### src/rtl/flash_pin_pkg.sv
// package: constants, modes and carrier types of the serial flash pin front end
package flash_pin_pkg;

  // array geometry
  localparam int unsigned ADDR_W        = 21;     // 2 Mbyte byte address
  localparam int unsigned HOST_ADDR_W   = 24;     // address width sent by the host
  localparam int unsigned PAGE_BYTES    = 256;
  localparam int unsigned PAGE_COUNT    = 8192;
  localparam int unsigned PAGE_SHIFT    = 8;
  localparam int unsigned SECTOR_SHIFT  = 12;     // 4KB, 16 pages
  localparam int unsigned BLK32_SHIFT   = 15;     // 32KB, 128 pages
  localparam int unsigned BLK64_SHIFT   = 16;     // 64KB, 256 pages
  localparam int unsigned SECTOR_COUNT  = 512;
  localparam int unsigned BLOCK_COUNT   = 32;
  localparam int unsigned SEC32_MAX_BP  = 4;      // sector protect saturates at 32KB

  // identification storage sizes
  localparam int unsigned UID_BITS      = 64;
  localparam int unsigned SEC_REG_BYTES = 256;
  localparam int unsigned SEC_REG_COUNT = 3;

  // link timing
  localparam int unsigned XIP_OVERHEAD_CLKS = 8;
  localparam real         SCK_MAX_MHZ       = 133.0;
  localparam real         CLK_MHZ           = 50.0;
  localparam int unsigned BYTE_BITS         = 8;
  localparam int unsigned WRAP_MIN_SHIFT    = 3;  // 8 byte wrap, up to 64
  localparam int unsigned FIFO_WORDS        = 16;

  // reset values
  localparam logic       CS_SYNC_RST  = 1'b0;   // no false select edge out of reset
  localparam logic       PIN_SYNC_RST = 1'b1;
  localparam logic [7:0] BYTE_RST     = 8'h00;
  localparam logic [3:0] CNT_ZERO     = 4'h0;
  localparam logic [3:0] CNT_BYTE     = 4'h8;

  typedef enum logic [1:0] {
    LANE_SINGLE = 2'h0,
    LANE_DUAL   = 2'h1,
    LANE_QUAD   = 2'h2
  } lane_mode_t;

  typedef enum logic [1:0] {
    ERASE_SECTOR = 2'h0,
    ERASE_BLK32  = 2'h1,
    ERASE_BLK64  = 2'h2,
    ERASE_CHIP   = 2'h3
  } erase_kind_t;

  typedef struct packed {
    logic       cs_n;
    logic       sck;
    logic [3:0] lane;        // lane_three..lane_zero levels at the pins
  } pin_in_t;

  typedef struct packed {
    logic       quad_lane_enable_bit;
    logic       status_protect_bit;
    logic       complement_protect_bit;
    logic       sector_granularity_bit;
    logic       top_bottom_bit;
    logic [2:0] block_protect;   // block_protect_bit2..0
    logic       pin_reset_select; // 0 pause, 1 reset on lane_three unless SIXTEEN_PIN
  } flash_cfg_t;

endpackage : flash_pin_pkg

### src/rtl/byte_fifo.sv
// byte_fifo: parameterised fifo with registered read data and honest full/empty
`timescale 1ns/1ps
module byte_fifo #(
  parameter int unsigned WIDTH = 8,
  parameter int unsigned DEPTH = 16
) (
  // clock and reset
  input  wire logic             clk,
  input  wire logic             rstn,
  // fill side
  input  wire logic             in_valid,
  input  wire logic [WIDTH-1:0] in_data,
  output logic                  in_ready,
  // drain side
  output logic                  out_valid,
  output logic      [WIDTH-1:0] out_data,
  input  wire logic             out_ready
);
  localparam int unsigned AW = $clog2(DEPTH);
  localparam int unsigned CW = AW + 1;
  localparam logic [CW-1:0] FULL_CNT = CW'(DEPTH);

  logic [WIDTH-1:0] mem [DEPTH];
  logic [AW-1:0]    wr_ptr_reg;
  logic [AW-1:0]    rd_ptr_reg;
  logic [CW-1:0]    cnt_reg;
  logic [CW-1:0]    cnt_next;
  logic             push;
  logic             pop;

  // memory pop refills the output register whenever it is empty or taken
  assign push     = in_valid && in_ready;
  assign pop      = (cnt_reg != '0) && (!out_valid || out_ready);
  assign cnt_next = cnt_reg + CW'(push) - CW'(pop);

  // storage array has no reset, only data
  always_ff @(posedge clk) begin
    if (push) begin
      mem[wr_ptr_reg] <= in_data;
    end
  end

  // pointers and occupancy; ready is registered so it never glitches
  always_ff @(posedge clk or negedge rstn) begin
    if (!rstn) begin
      wr_ptr_reg <= '0;
      rd_ptr_reg <= '0;
      cnt_reg    <= '0;
      in_ready   <= 1'b0;
    end else begin
      wr_ptr_reg <= push ? AW'(wr_ptr_reg + 1'b1) : wr_ptr_reg;
      rd_ptr_reg <= pop ? AW'(rd_ptr_reg + 1'b1) : rd_ptr_reg;
      cnt_reg    <= cnt_next;
      in_ready   <= (cnt_next != FULL_CNT);
    end
  end

  // registered read stage
  always_ff @(posedge clk or negedge rstn) begin
    if (!rstn) begin
      out_valid <= 1'b0;
      out_data  <= '0;
    end else if (pop) begin
      out_valid <= 1'b1;
      out_data  <= mem[rd_ptr_reg];
    end else if (out_ready) begin
      out_valid <= 1'b0;
    end
  end

endmodule : byte_fifo

### src/rtl/flash_pin_front.sv
// flash_pin_front: pin level front end of a quad serial flash, sampled on clk
`timescale 1ns/1ps
//////////////////////////////////////////////////////////////////////////////
module flash_pin_front #(
  parameter int unsigned FIFO_DEPTH   = flash_pin_pkg::FIFO_WORDS,
  parameter bit          SIXTEEN_PIN  = 1'b0
) (
  // clock and reset
  input  wire logic                             clk,
  input  wire logic                             rstn,
  // pins from the host
  input  wire flash_pin_pkg::pin_in_t           pins,
  input  wire logic                             reset_pin_n,
  // pins to the host
  output logic                            [3:0] lane_out,
  output logic                            [3:0] lane_oe,
  // configuration from the status bits
  input  wire flash_pin_pkg::flash_cfg_t        cfg,
  input  wire logic                             four_wire_command_mode,
  // phase control from the command decoder
  input  wire flash_pin_pkg::lane_mode_t        lane_mode,
  input  wire logic                             tx_phase,
  input  wire logic                             prog_phase,
  input  wire logic                             wrap_en,
  input  wire logic                       [1:0] wrap_sel,
  input  wire logic                             addr_load,
  input  wire logic   [flash_pin_pkg::HOST_ADDR_W-1:0] host_addr,
  input  wire flash_pin_pkg::erase_kind_t       erase_kind,
  // read data stream into the device
  input  wire logic                             tx_valid,
  input  wire logic                       [7:0] tx_data,
  output logic                                  tx_ready,
  // captured bytes and status
  output logic                            [7:0] rx_byte_reg,
  output logic                                  rx_valid_reg,
  output logic                                  selected_reg,
  output logic                                  paused_reg,
  output logic                                  reset_req_reg,
  output logic                                  status_write_blocked_reg,
  output logic                                  addr_protected_reg,
  output logic     [flash_pin_pkg::ADDR_W-1:0]  xfer_addr_reg,
  output logic     [flash_pin_pkg::ADDR_W-1:0]  erase_base_reg
);
  import flash_pin_pkg::*;

  typedef enum logic [3:0] {
    ST_DESEL  = 4'h1,
    ST_ACTIVE = 4'h2,
    ST_PAUSED = 4'h4,
    ST_RESET  = 4'h8
  } link_state_t;

  localparam int unsigned ID_STORE_BITS =
    UID_BITS + SEC_REG_COUNT * SEC_REG_BYTES * BYTE_BITS;
  localparam real SCK_LIMIT_MHZ = CLK_MHZ / 4.0;

  ////////////////////////////////////////////////////////////////////////////
  // helpers

  // ones below bit position sh
  function automatic logic [ADDR_W-1:0] low_mask(input int unsigned sh);
    logic [ADDR_W-1:0] m;
    m = '0;
    for (int i = 0; i < ADDR_W; i++) begin
      m[i] = (i < sh);
    end
    return m;
  endfunction : low_mask

  // bits moved per clock edge
  function automatic logic [3:0] lane_step(input lane_mode_t m);
    case (m)
      LANE_DUAL: lane_step = 4'h2;
      LANE_QUAD: lane_step = 4'h4;
      default:   lane_step = 4'h1;
    endcase
  endfunction : lane_step

  // protected region test from block protect bits
  function automatic logic in_region(input flash_cfg_t c, input logic [ADDR_W-1:0] a);
    int unsigned sh;
    logic        hit;
    sh  = 0;
    hit = 1'b0;
    if (c.block_protect == 3'h0) begin
      hit = 1'b0;
    end else if (c.sector_granularity_bit) begin
      sh  = SECTOR_SHIFT + ((c.block_protect >= 3'(SEC32_MAX_BP)) ?
            (SEC32_MAX_BP - 1) : (int'(c.block_protect) - 1));
      hit = c.top_bottom_bit ? ((a & ~low_mask(sh)) == '0)
                             : ((a | low_mask(sh)) == '1);
    end else begin
      sh  = BLK64_SHIFT + int'(c.block_protect) - 1;
      sh  = (sh > ADDR_W) ? ADDR_W : sh;
      hit = c.top_bottom_bit ? ((a & ~low_mask(sh)) == '0)
                             : ((a | low_mask(sh)) == '1);
    end
    return hit ^ c.complement_protect_bit;
  endfunction : in_region

  ////////////////////////////////////////////////////////////////////////////
  // pin synchronisers, two flops before any logic

  logic       cs_s1, cs_s2, cs_s3;
  logic       sck_s1, sck_s2, sck_s3;
  logic [3:0] lane_s1, lane_s2;
  logic       rpin_s1, rpin_s2;

  always_ff @(posedge clk or negedge rstn) begin
    if (!rstn) begin
      cs_s1   <= CS_SYNC_RST;
      cs_s2   <= CS_SYNC_RST;
      cs_s3   <= CS_SYNC_RST;
      sck_s1  <= 1'b0;
      sck_s2  <= 1'b0;
      sck_s3  <= 1'b0;
      lane_s1 <= {4{PIN_SYNC_RST}};
      lane_s2 <= {4{PIN_SYNC_RST}};
      rpin_s1 <= PIN_SYNC_RST;
      rpin_s2 <= PIN_SYNC_RST;
    end else begin
      cs_s1   <= pins.cs_n;
      cs_s2   <= cs_s1;
      cs_s3   <= cs_s2;
      sck_s1  <= pins.sck;
      sck_s2  <= sck_s1;
      sck_s3  <= sck_s2;
      lane_s1 <= pins.lane;
      lane_s2 <= lane_s1;
      rpin_s1 <= reset_pin_n;
      rpin_s2 <= rpin_s1;
    end
  end

  logic       cs_fall, sck_rise, sck_fall;
  logic       quad_ok, hold_allowed, hold_pin_low, reset_cond;
  lane_mode_t mode_eff;

  // mode 0 or 3: only edges seen while selected count, idle level is free
  assign cs_fall  = cs_s3 && !cs_s2;
  assign sck_rise = sck_s2 && !sck_s3;
  assign sck_fall = !sck_s2 && sck_s3;
  // quad refused without the enable bit; falls back to one lane
  assign quad_ok  = cfg.quad_lane_enable_bit;
  assign mode_eff = (lane_mode == LANE_QUAD && !quad_ok) ? LANE_SINGLE : lane_mode;
  assign hold_allowed = !cfg.quad_lane_enable_bit && !cfg.pin_reset_select &&
                        !four_wire_command_mode && mode_eff != LANE_QUAD;
  assign hold_pin_low = !lane_s2[3];
  assign reset_cond   = SIXTEEN_PIN ? !rpin_s2
                      : (!cfg.quad_lane_enable_bit && cfg.pin_reset_select && !lane_s2[3]);

  ////////////////////////////////////////////////////////////////////////////
  // link state machine

  link_state_t state_reg, state_next;

  // the pause pin is obeyed only while the clock is low, as the pin timing demands; deselect or losing hold_allowed leaves pause at once
  always_comb begin
    state_next = state_reg;
    case (state_reg)
      ST_DESEL:  if (cs_fall) state_next = ST_ACTIVE;
      ST_ACTIVE: begin
        if (cs_s2) state_next = ST_DESEL;
        else if (hold_allowed && hold_pin_low && !sck_s2) state_next = ST_PAUSED;
      end
      ST_PAUSED: begin
        if (cs_s2) state_next = ST_DESEL;
        else if (!hold_allowed || (!hold_pin_low && !sck_s2)) state_next = ST_ACTIVE;
      end
      ST_RESET:  state_next = ST_DESEL;
      default:   state_next = ST_DESEL;
    endcase
    if (reset_cond) state_next = ST_RESET;
  end

  always_ff @(posedge clk or negedge rstn) begin
    if (!rstn) state_reg <= ST_RESET;
    else       state_reg <= state_next;
  end

  logic active;
  assign active = (state_reg == ST_ACTIVE);

  ////////////////////////////////////////////////////////////////////////////
  // receive shifter: rising edges only, msb first on each lane

  logic [7:0] rx_sh_reg, rx_sh_next;
  logic [3:0] rx_cnt_reg, rx_sum;

  always_comb begin
    case (mode_eff)
      LANE_DUAL: rx_sh_next = {rx_sh_reg[5:0], lane_s2[1:0]};
      LANE_QUAD: rx_sh_next = {rx_sh_reg[3:0], lane_s2[3:0]};
      default:   rx_sh_next = {rx_sh_reg[6:0], lane_s2[0]};
    endcase
  end
  assign rx_sum = rx_cnt_reg + lane_step(mode_eff);

  // a paused link freezes the count, keeping partial bytes; deselect or reset clears the count
  always_ff @(posedge clk or negedge rstn) begin
    if (!rstn) begin
      rx_sh_reg    <= BYTE_RST;
      rx_cnt_reg   <= CNT_ZERO;
      rx_byte_reg  <= BYTE_RST;
      rx_valid_reg <= 1'b0;
    end else begin
      rx_valid_reg <= 1'b0;
      if (state_reg == ST_DESEL || state_reg == ST_RESET) begin
        rx_cnt_reg <= CNT_ZERO;
      end else if (active && sck_rise && !tx_phase) begin
        rx_sh_reg  <= rx_sh_next;
        rx_cnt_reg <= (rx_sum >= CNT_BYTE) ? CNT_ZERO : rx_sum;
        if (rx_sum >= CNT_BYTE) begin
          rx_byte_reg  <= rx_sh_next;
          rx_valid_reg <= 1'b1;
        end
      end
    end
  end

  ////////////////////////////////////////////////////////////////////////////
  // transmit path: fifo drained on falling edges, stalls while host idles

  logic       fifo_valid, fifo_pop, tx_need;
  logic [7:0] fifo_data, tx_byte;
  logic [7:0] tx_sh_reg;
  logic [3:0] tx_left_reg;

  byte_fifo #(.WIDTH(BYTE_BITS), .DEPTH(FIFO_DEPTH)) u_tx_fifo (
    .clk       (clk),
    .rstn      (rstn),
    .in_valid  (tx_valid),
    .in_data   (tx_data),
    .in_ready  (tx_ready),
    .out_valid (fifo_valid),
    .out_data  (fifo_data),
    .out_ready (fifo_pop)
  );

  assign tx_need  = active && tx_phase && sck_fall && (tx_left_reg == CNT_ZERO);
  assign fifo_pop = tx_need && fifo_valid;
  // underrun sends zeros rather than stalling a host that cannot wait
  assign tx_byte  = (tx_left_reg == CNT_ZERO) ? (fifo_valid ? fifo_data : BYTE_RST)
                                              : tx_sh_reg;

  // drive lanes on falling edge, msb first
  always_ff @(posedge clk or negedge rstn) begin
    if (!rstn) begin
      tx_sh_reg   <= BYTE_RST;
      tx_left_reg <= CNT_ZERO;
      lane_out    <= 4'h0;
    end else if (state_reg == ST_DESEL || state_reg == ST_RESET) begin
      tx_left_reg <= CNT_ZERO;
    end else if (active && tx_phase && sck_fall) begin
      case (mode_eff)
        LANE_DUAL: lane_out <= {2'h0, tx_byte[7:6]};
        LANE_QUAD: lane_out <= tx_byte[7:4];
        default:   lane_out <= {2'h0, tx_byte[7], 1'b0};
      endcase
      tx_sh_reg   <= tx_byte << lane_step(mode_eff);
      tx_left_reg <= ((tx_left_reg == CNT_ZERO) ? CNT_BYTE : tx_left_reg)
                     - lane_step(mode_eff);
    end
  end

  // enables follow the state, so deselect or pause tri-states within a cycle
  always_ff @(posedge clk or negedge rstn) begin
    if (!rstn) begin
      lane_oe <= 4'h0;
    end else if (state_next != ST_ACTIVE || !tx_phase) begin
      lane_oe <= 4'h0;
    end else begin
      case (mode_eff)
        LANE_DUAL: lane_oe <= 4'h3;
        LANE_QUAD: lane_oe <= 4'hF;
        default:   lane_oe <= 4'h2;
      endcase
    end
  end

  ////////////////////////////////////////////////////////////////////////////
  // address counter: page wrap when programming, burst wrap when reading

  logic [ADDR_W-1:0] wrap_mask, addr_inc;
  logic              addr_step;

  assign wrap_mask = prog_phase ? low_mask(PAGE_SHIFT)
                   : (wrap_en ? low_mask(WRAP_MIN_SHIFT + int'(wrap_sel)) : '1);
  assign addr_step = fifo_pop || (prog_phase && rx_valid_reg);
  assign addr_inc  = ADDR_W'(xfer_addr_reg + 1'b1);

  always_ff @(posedge clk or negedge rstn) begin
    if (!rstn) begin
      xfer_addr_reg <= '0;
    end else if (addr_load) begin
      xfer_addr_reg <= host_addr[ADDR_W-1:0];
    end else if (addr_step) begin
      xfer_addr_reg <= (xfer_addr_reg & ~wrap_mask) | (addr_inc & wrap_mask);
    end
  end

  ////////////////////////////////////////////////////////////////////////////
  // protection and erase unit decode

  always_ff @(posedge clk or negedge rstn) begin
    if (!rstn) begin
      erase_base_reg           <= '0;
      addr_protected_reg       <= 1'b0;
      status_write_blocked_reg <= 1'b0;
    end else begin
      case (erase_kind)
        ERASE_SECTOR: erase_base_reg <= xfer_addr_reg & ~low_mask(SECTOR_SHIFT);
        ERASE_BLK32:  erase_base_reg <= xfer_addr_reg & ~low_mask(BLK32_SHIFT);
        ERASE_BLK64:  erase_base_reg <= xfer_addr_reg & ~low_mask(BLK64_SHIFT);
        default:      erase_base_reg <= '0;
      endcase
      addr_protected_reg       <= in_region(cfg, xfer_addr_reg);
      status_write_blocked_reg <= cfg.status_protect_bit && !lane_s2[2] &&
                                  !cfg.quad_lane_enable_bit;
    end
  end

  // status flags
  always_ff @(posedge clk or negedge rstn) begin
    if (!rstn) begin
      selected_reg  <= 1'b0;
      paused_reg    <= 1'b0;
      reset_req_reg <= 1'b1;
    end else begin
      selected_reg  <= (state_next == ST_ACTIVE) || (state_next == ST_PAUSED);
      paused_reg    <= (state_next == ST_PAUSED);
      reset_req_reg <= (state_next == ST_RESET);
    end
  end

  ////////////////////////////////////////////////////////////////////////////
  // checks

  a_desel_tristate: assert property (@(posedge clk) disable iff (!rstn)
    cs_s2 |=> lane_oe == 4'h0) else $error("lanes driven while deselected");
  a_no_early_byte: assert property (@(posedge clk) disable iff (!rstn)
    state_reg == ST_DESEL |=> !rx_valid_reg) else $error("byte taken before select edge");
  a_single_lane_oe: assert property (@(posedge clk) disable iff (!rstn)
    (lane_oe != 4'h0 && $past(mode_eff) == LANE_SINGLE) |-> lane_oe == 4'h2)
    else $error("single mode drives wrong lane");
  a_quad_needs_qe: assert property (@(posedge clk) disable iff (!rstn)
    !cfg.quad_lane_enable_bit |=> lane_oe[3:2] == 2'h0) else $error("quad lanes without enable");
  a_pause_tristate: assert property (@(posedge clk) disable iff (!rstn)
    paused_reg |-> lane_oe == 4'h0 && !rx_valid_reg) else $error("activity while paused");
  a_pause_resume: assert property (@(posedge clk) disable iff (!rstn)
    (state_reg == ST_PAUSED && $past(state_reg) == ST_PAUSED) |-> $stable(rx_cnt_reg)
      && $stable(tx_left_reg)) else $error("shift state lost during pause");
  a_no_quad_pause: assert property (@(posedge clk) disable iff (!rstn)
    (cfg.quad_lane_enable_bit || four_wire_command_mode) |=> !paused_reg)
    else $error("pause entered in quad mode");
  a_wp_blocks: assert property (@(posedge clk) disable iff (!rstn)
    (cfg.status_protect_bit && !lane_s2[2] && !cfg.quad_lane_enable_bit) |=>
      status_write_blocked_reg) else $error("status write not blocked");
  a_reset_pin: assert property (@(posedge clk) disable iff (!rstn)
    (SIXTEEN_PIN && !rpin_s2) |=> reset_req_reg && !selected_reg)
    else $error("dedicated reset ignored");
  a_wrap_window: assert property (@(posedge clk) disable iff (!rstn)
    (addr_step && !addr_load) |=> (xfer_addr_reg & ~$past(wrap_mask)) ==
      ($past(xfer_addr_reg) & ~$past(wrap_mask))) else $error("address left wrap window");

endmodule : flash_pin_front

### config.mk
export PLATFORM = sky130hd
export DESIGN_NAME = flash_pin_front
export DESIGN_NICKNAME = d
export VERILOG_FILES = /design/src/rtl/flash_pin_pkg.sv /design/src/rtl/byte_fifo.sv /design/src/rtl/flash_pin_front.sv
export SDC_FILE = /design/constraint.sdc
export NUM_CORES = 1
export LEC_CHECK = 0
export ABC_AREA = 1
export BUFFER_PORTS_ARGS = -buffer_cell sky130_fd_sc_hd__buf_2
export CAP_MARGIN = 15
export CORE_AREA = 2 2 222 224
export DETAILED_ROUTE_END_ITERATION = 6
export DIE_AREA = 0 0 224 226
export HOLD_SLACK_MARGIN = 0.03
export PLACE_DENSITY = 0.5
export SLEW_MARGIN = 20
export SYNTH_ARGS = -nofsm -noshare
export SYNTH_HDL_FRONTEND = slang
export SYNTH_SLANG_ARGS = --single-unit
### constraint.sdc
create_clock -name clk -period 3.4 [get_ports clk]
set_input_delay 0.17 -clock clk [delete_from_list [all_inputs] [get_ports clk]]
set_output_delay 0.17 -clock clk [all_outputs]
set_load 0.02 [all_outputs]
==> flow_metrics.env <==
export IMPL_outcome="finished, final reports clean"
export IMPL_synth_largest_area_cell="edfxtp_1"
export IMPL_cp_data_required_time_ps=3830
export IMPL_clk_pin_slew_ps=60
export IMPL_netlist_area_leader_share=0.322
export IMPL_initial_core_util=0.247
export IMPL_post_dp_cell_area_mm2=0.0132
export IMPL_area_growth_synth_to_final_pct=21.7
export IMPL_pin_count=127
export IMPL_antenna_left=0
export IMPL_synth_compound_area_share=0.126
export IMPL_synthAdderAreaFrac=0.0396
export IMPL_holdWs_ps=87.1
export IMPL_clk_path_buf_depth=3
export IMPL_syn_inst=1238
export IMPL_p_int_mw=5.82
export IMPL_cts_buffers=29
export IMPL_insertion_delay_ps=550
export IMPL_yosys_area_share_simple=0.186
export IMPL_synth_seq_cells=243
export IMPL_ctsRootBufferMaster="clkbuf_16"
export IMPL_critPathMaxStageDelay_ps=540
export IMPL_reg2regPathDepth=16
export IMPL_cp_end_kind="flop"
export IMPL_critPathLaunchType="input port"
export IMPL_pre_cts_slack_ps=546
export IMPL_firstDrtPassIters=5
export IMPL_via_per_inst=4.54
export IMPL_cp_top_family="simple AND/OR/NAND/NOR gates"
export IMPL_critPathBufInv=5
export IMPL_slew_headroom=0.367
export IMPL_synth_top_family_by_area="simple AND/OR/NAND/NOR gates"
export IMPL_worst_setup_path_type="input port to flop"
export IMPL_synth_xor_xnor_area_share=0.0169
export IMPL_grt_overflow=0
export IMPL_finalWorstSetupSlack_ps=554
export IMPL_drive_gt1_frac=0.163
export IMPL_ys_seq_area_frac=0.564
export IMPL_largest_reg_flops=128
export IMPL_p_sw_mw=2.71
export IMPL_r2r_end="u_tx_fifo.in_ready"
export IMPL_finalSetupViolCount=0
export IMPL_place_congestion=0.891
export IMPL_switching_share=0.318
export IMPL_crit_fanout=16
export IMPL_skew_ps=22.9
export IMPL_hold_class="input port to flop"
export IMPL_post_route_util=0.301
export IMPL_period_minus_slack_ps=2850
export IMPL_track_usage=0.126
export IMPL_crit_arrival_ps=3270
export IMPL_tightest_slew_ps=946
export IMPL_antenna_found_initial=0
export IMPL_synth_edf_count=128
export IMPL_drc=0
export IMPL_fin_tns_setup_ps=0
export IMPL_crit_top_cell="nand3_1"
export IMPL_cts_sinks=243
export IMPL_totalPowerFinal_mw=8.54
export IMPL_post_route_period_util=0.837
export IMPL_clock_power_share=0.340
export IMPL_min_path_cells=4
export IMPL_dieWidth_um=224
export IMPL_hp_start="lane_mode[1]"
export IMPL_dieArea_mm2=0.0506
export IMPL_hold_buffers=47
export IMPL_p_seq_frac=0.435
export IMPL_yosysWarnings=0
export IMPL_post_cts_buffers=0
export IMPL_wl_per_cell_um=15.6
export IMPL_clock_fmax_mhz=351
export IMPL_r2r_start="state_reg[2]"
export IMPL_rows=81
export IMPL_vdd_drop_max_v=0.000297
export IMPL_synth_top_cells_by_count="nand2_1 (200), nor2_1 (162), edfxtp_1 (128)"
export IMPL_io_buffers=110
export IMPL_core_mm2=0.0483
export IMPL_initialDrtViolationCount=794
export IMPL_synthMuxAreaShare=0
export IMPL_wirelength_um=31900
export IMPL_multi_input_area_mm2=0.00444
export IMPL_power_density_mw_per_mm2=587
export IMPL_die_y_um=226
export IMPL_ff2ff_setup_slack_ps=570
export IMPL_grt_pass1_wl_um=50800
export IMPL_leakagePower_nw=6.10
export IMPL_maxCapViolCount=0
export IMPL_fin_nets=1496
export IMPL_grt_pass1_vias=9055
export IMPL_hold_end="lane_out[0]"
export IMPL_slowest_stage="dlygate4sd3_1"
export IMPL_rsz0062_at_grt="no"
export IMPL_dp_hpwl_um=21900
export IMPL_synth_cell_types=54
export IMPL_fin_area_mm2=0.0145
export IMPL_finalNonFillerCells=2042
export IMPL_fillCellCount=5014
export IMPL_grt_start_max_net_pins=67
export IMPL_crit_chain="buf_2 > inv_2 > ha_1 > ha_1 > nor2_2 > inv_1 > ha_1 > nand4_2 > nand2_1 > inv_2 > nand3_1 > nand3_1 > nor2_1 > nand3_1 > nand3_1 > nand3_1 > nand2_1 > nand2_1 > dlygate4sd3_1"
export IMPL_htree_levels=1
export IMPL_tritoncts="built"
export IMPL_synth_most_common_cell="nand2_1"
export IMPL_hold_violations=0
export IMPL_syn_area_mm2=0.0119
export IMPL_synth_avg_cell_area_um2=9.65
export IMPL_pwr_share_comb=0.225
export IMPL_netlist_top_cells_area="edfxtp_1 (32%), dfrtp_1 (22%), nand2_1 (6.3%)"
export IMPL_finalMaxSlewViolations=0
export IMPL_synth_async_reset_ratio=0.473
export IMPL_cts_resized=0
export IMPL_synth_ff_type="edfxtp_1"
export IMPL_vias=9278
export IMPL_antenna_diode_count=0
export IMPL_dp_cells=1942
export IMPL_seq_area_mm2=0.00674
-- placed cells by master, fill, tap and decap left out, types with 6 or more instances in the layout --
cell type | Yosys | final
a21oi_1 | 28 | 28
a22oi_1 | 6 | 6
a31oi_1 | 14 | 14
buf_2 | 11 | 109
buf_4 | 14 | 22
clkbuf_1 | 29 | 7
clkbuf_16 | 0 | 29
clkinv_1 | 4 | 6
clkinv_2 | 0 | 9
conb_1 | 1 | 12
dfrtp_1 | 105 | 104
dfstp_2 | 10 | 10
dlygate4sd3_1 | 0 | 47
edfxtp_1 | 128 | 128
ha_1 | 33 | 33
inv_1 | 109 | 109
inv_2 | 13 | 13
nand2_1 | 200 | 200
nand3_1 | 85 | 85
nand4_1 | 14 | 14
nor2_1 | 162 | 162
nor3_1 | 10 | 10
o211ai_1 | 13 | 13
o21ai_0 | 112 | 112
o21ai_1 | 10 | 10
o221ai_1 | 28 | 28
o22ai_1 | 19 | 19
xor2_1 | 22 | 22
-- how the worst max path moves through the flow --
stage | startpoint | end | slack (ps) | cells past startpoint
after floorplan | tx_left_reg[0] | u_tx_fifo.in_ready | 560 | 15
after global placement | cfg[1] | addr_protected_reg | 590 | 18
after detailed placement | state_reg[2] | u_tx_fifo.in_ready | 550 | 16
after CTS | state_reg[2] | u_tx_fifo.in_ready | 530 | 16
after global routing | cfg[1] | addr_protected_reg | 250 | 19
final | cfg[1] | addr_protected_reg | 550 | 19
-- worst min-delay path: cells and delay by family --
kind,cells,cell delay (ps)
buffers and inverters,1,90
and+or+nand+nor,2,280
AOI/OAI and AO/OA,1,60
-- logic make-up after synthesis --
group                      after synthesis
other                                    1
and+or+nand+nor                        499
xor gates and xnor gates                23
AOI/OAI and AO/OA                      248
buffers and inverters                  188
DFF                                    243
adders and majority gates               36
-- power groups by stage --
stage               registers, mW  logic (mW)  clock network (mW)
detailed placement           3.77        1.89                   0
global placement             3.77        1.87                   0
finish                       3.71        1.92                2.90
global route                 3.76        2.18                3.12
floorplan                    3.76        1.22                   0
CTS                          3.72        1.94                3.01
-- final cells by class --
class | count | share of cell area
multi-input combinational | 818 | 0.306
inverter | 126 | 0.0325
clock inverter | 14 | 0.00671
clock buffer | 39 | 0.0545
tap | 622 | 0.0535
sequential | 243 | 0.463
timing repair buffer | 180 | 0.0840
-- layer usage --
| layer | up-vias | GRT usage | share of wire |
|---|---|---|---|
| met5 | - | 0 | 0 |
| met3 | 36 | 0.0225 | 0.051 |
| li1 | 4566 | - | - |
| met4 | 0 | 0.0260 | 0.017 |
| met1 | 4428 | 0.173 | 0.47 |
| met2 | 248 | 0.207 | 0.46 |
Note: power is estimated with default switching activity, not from simulation.
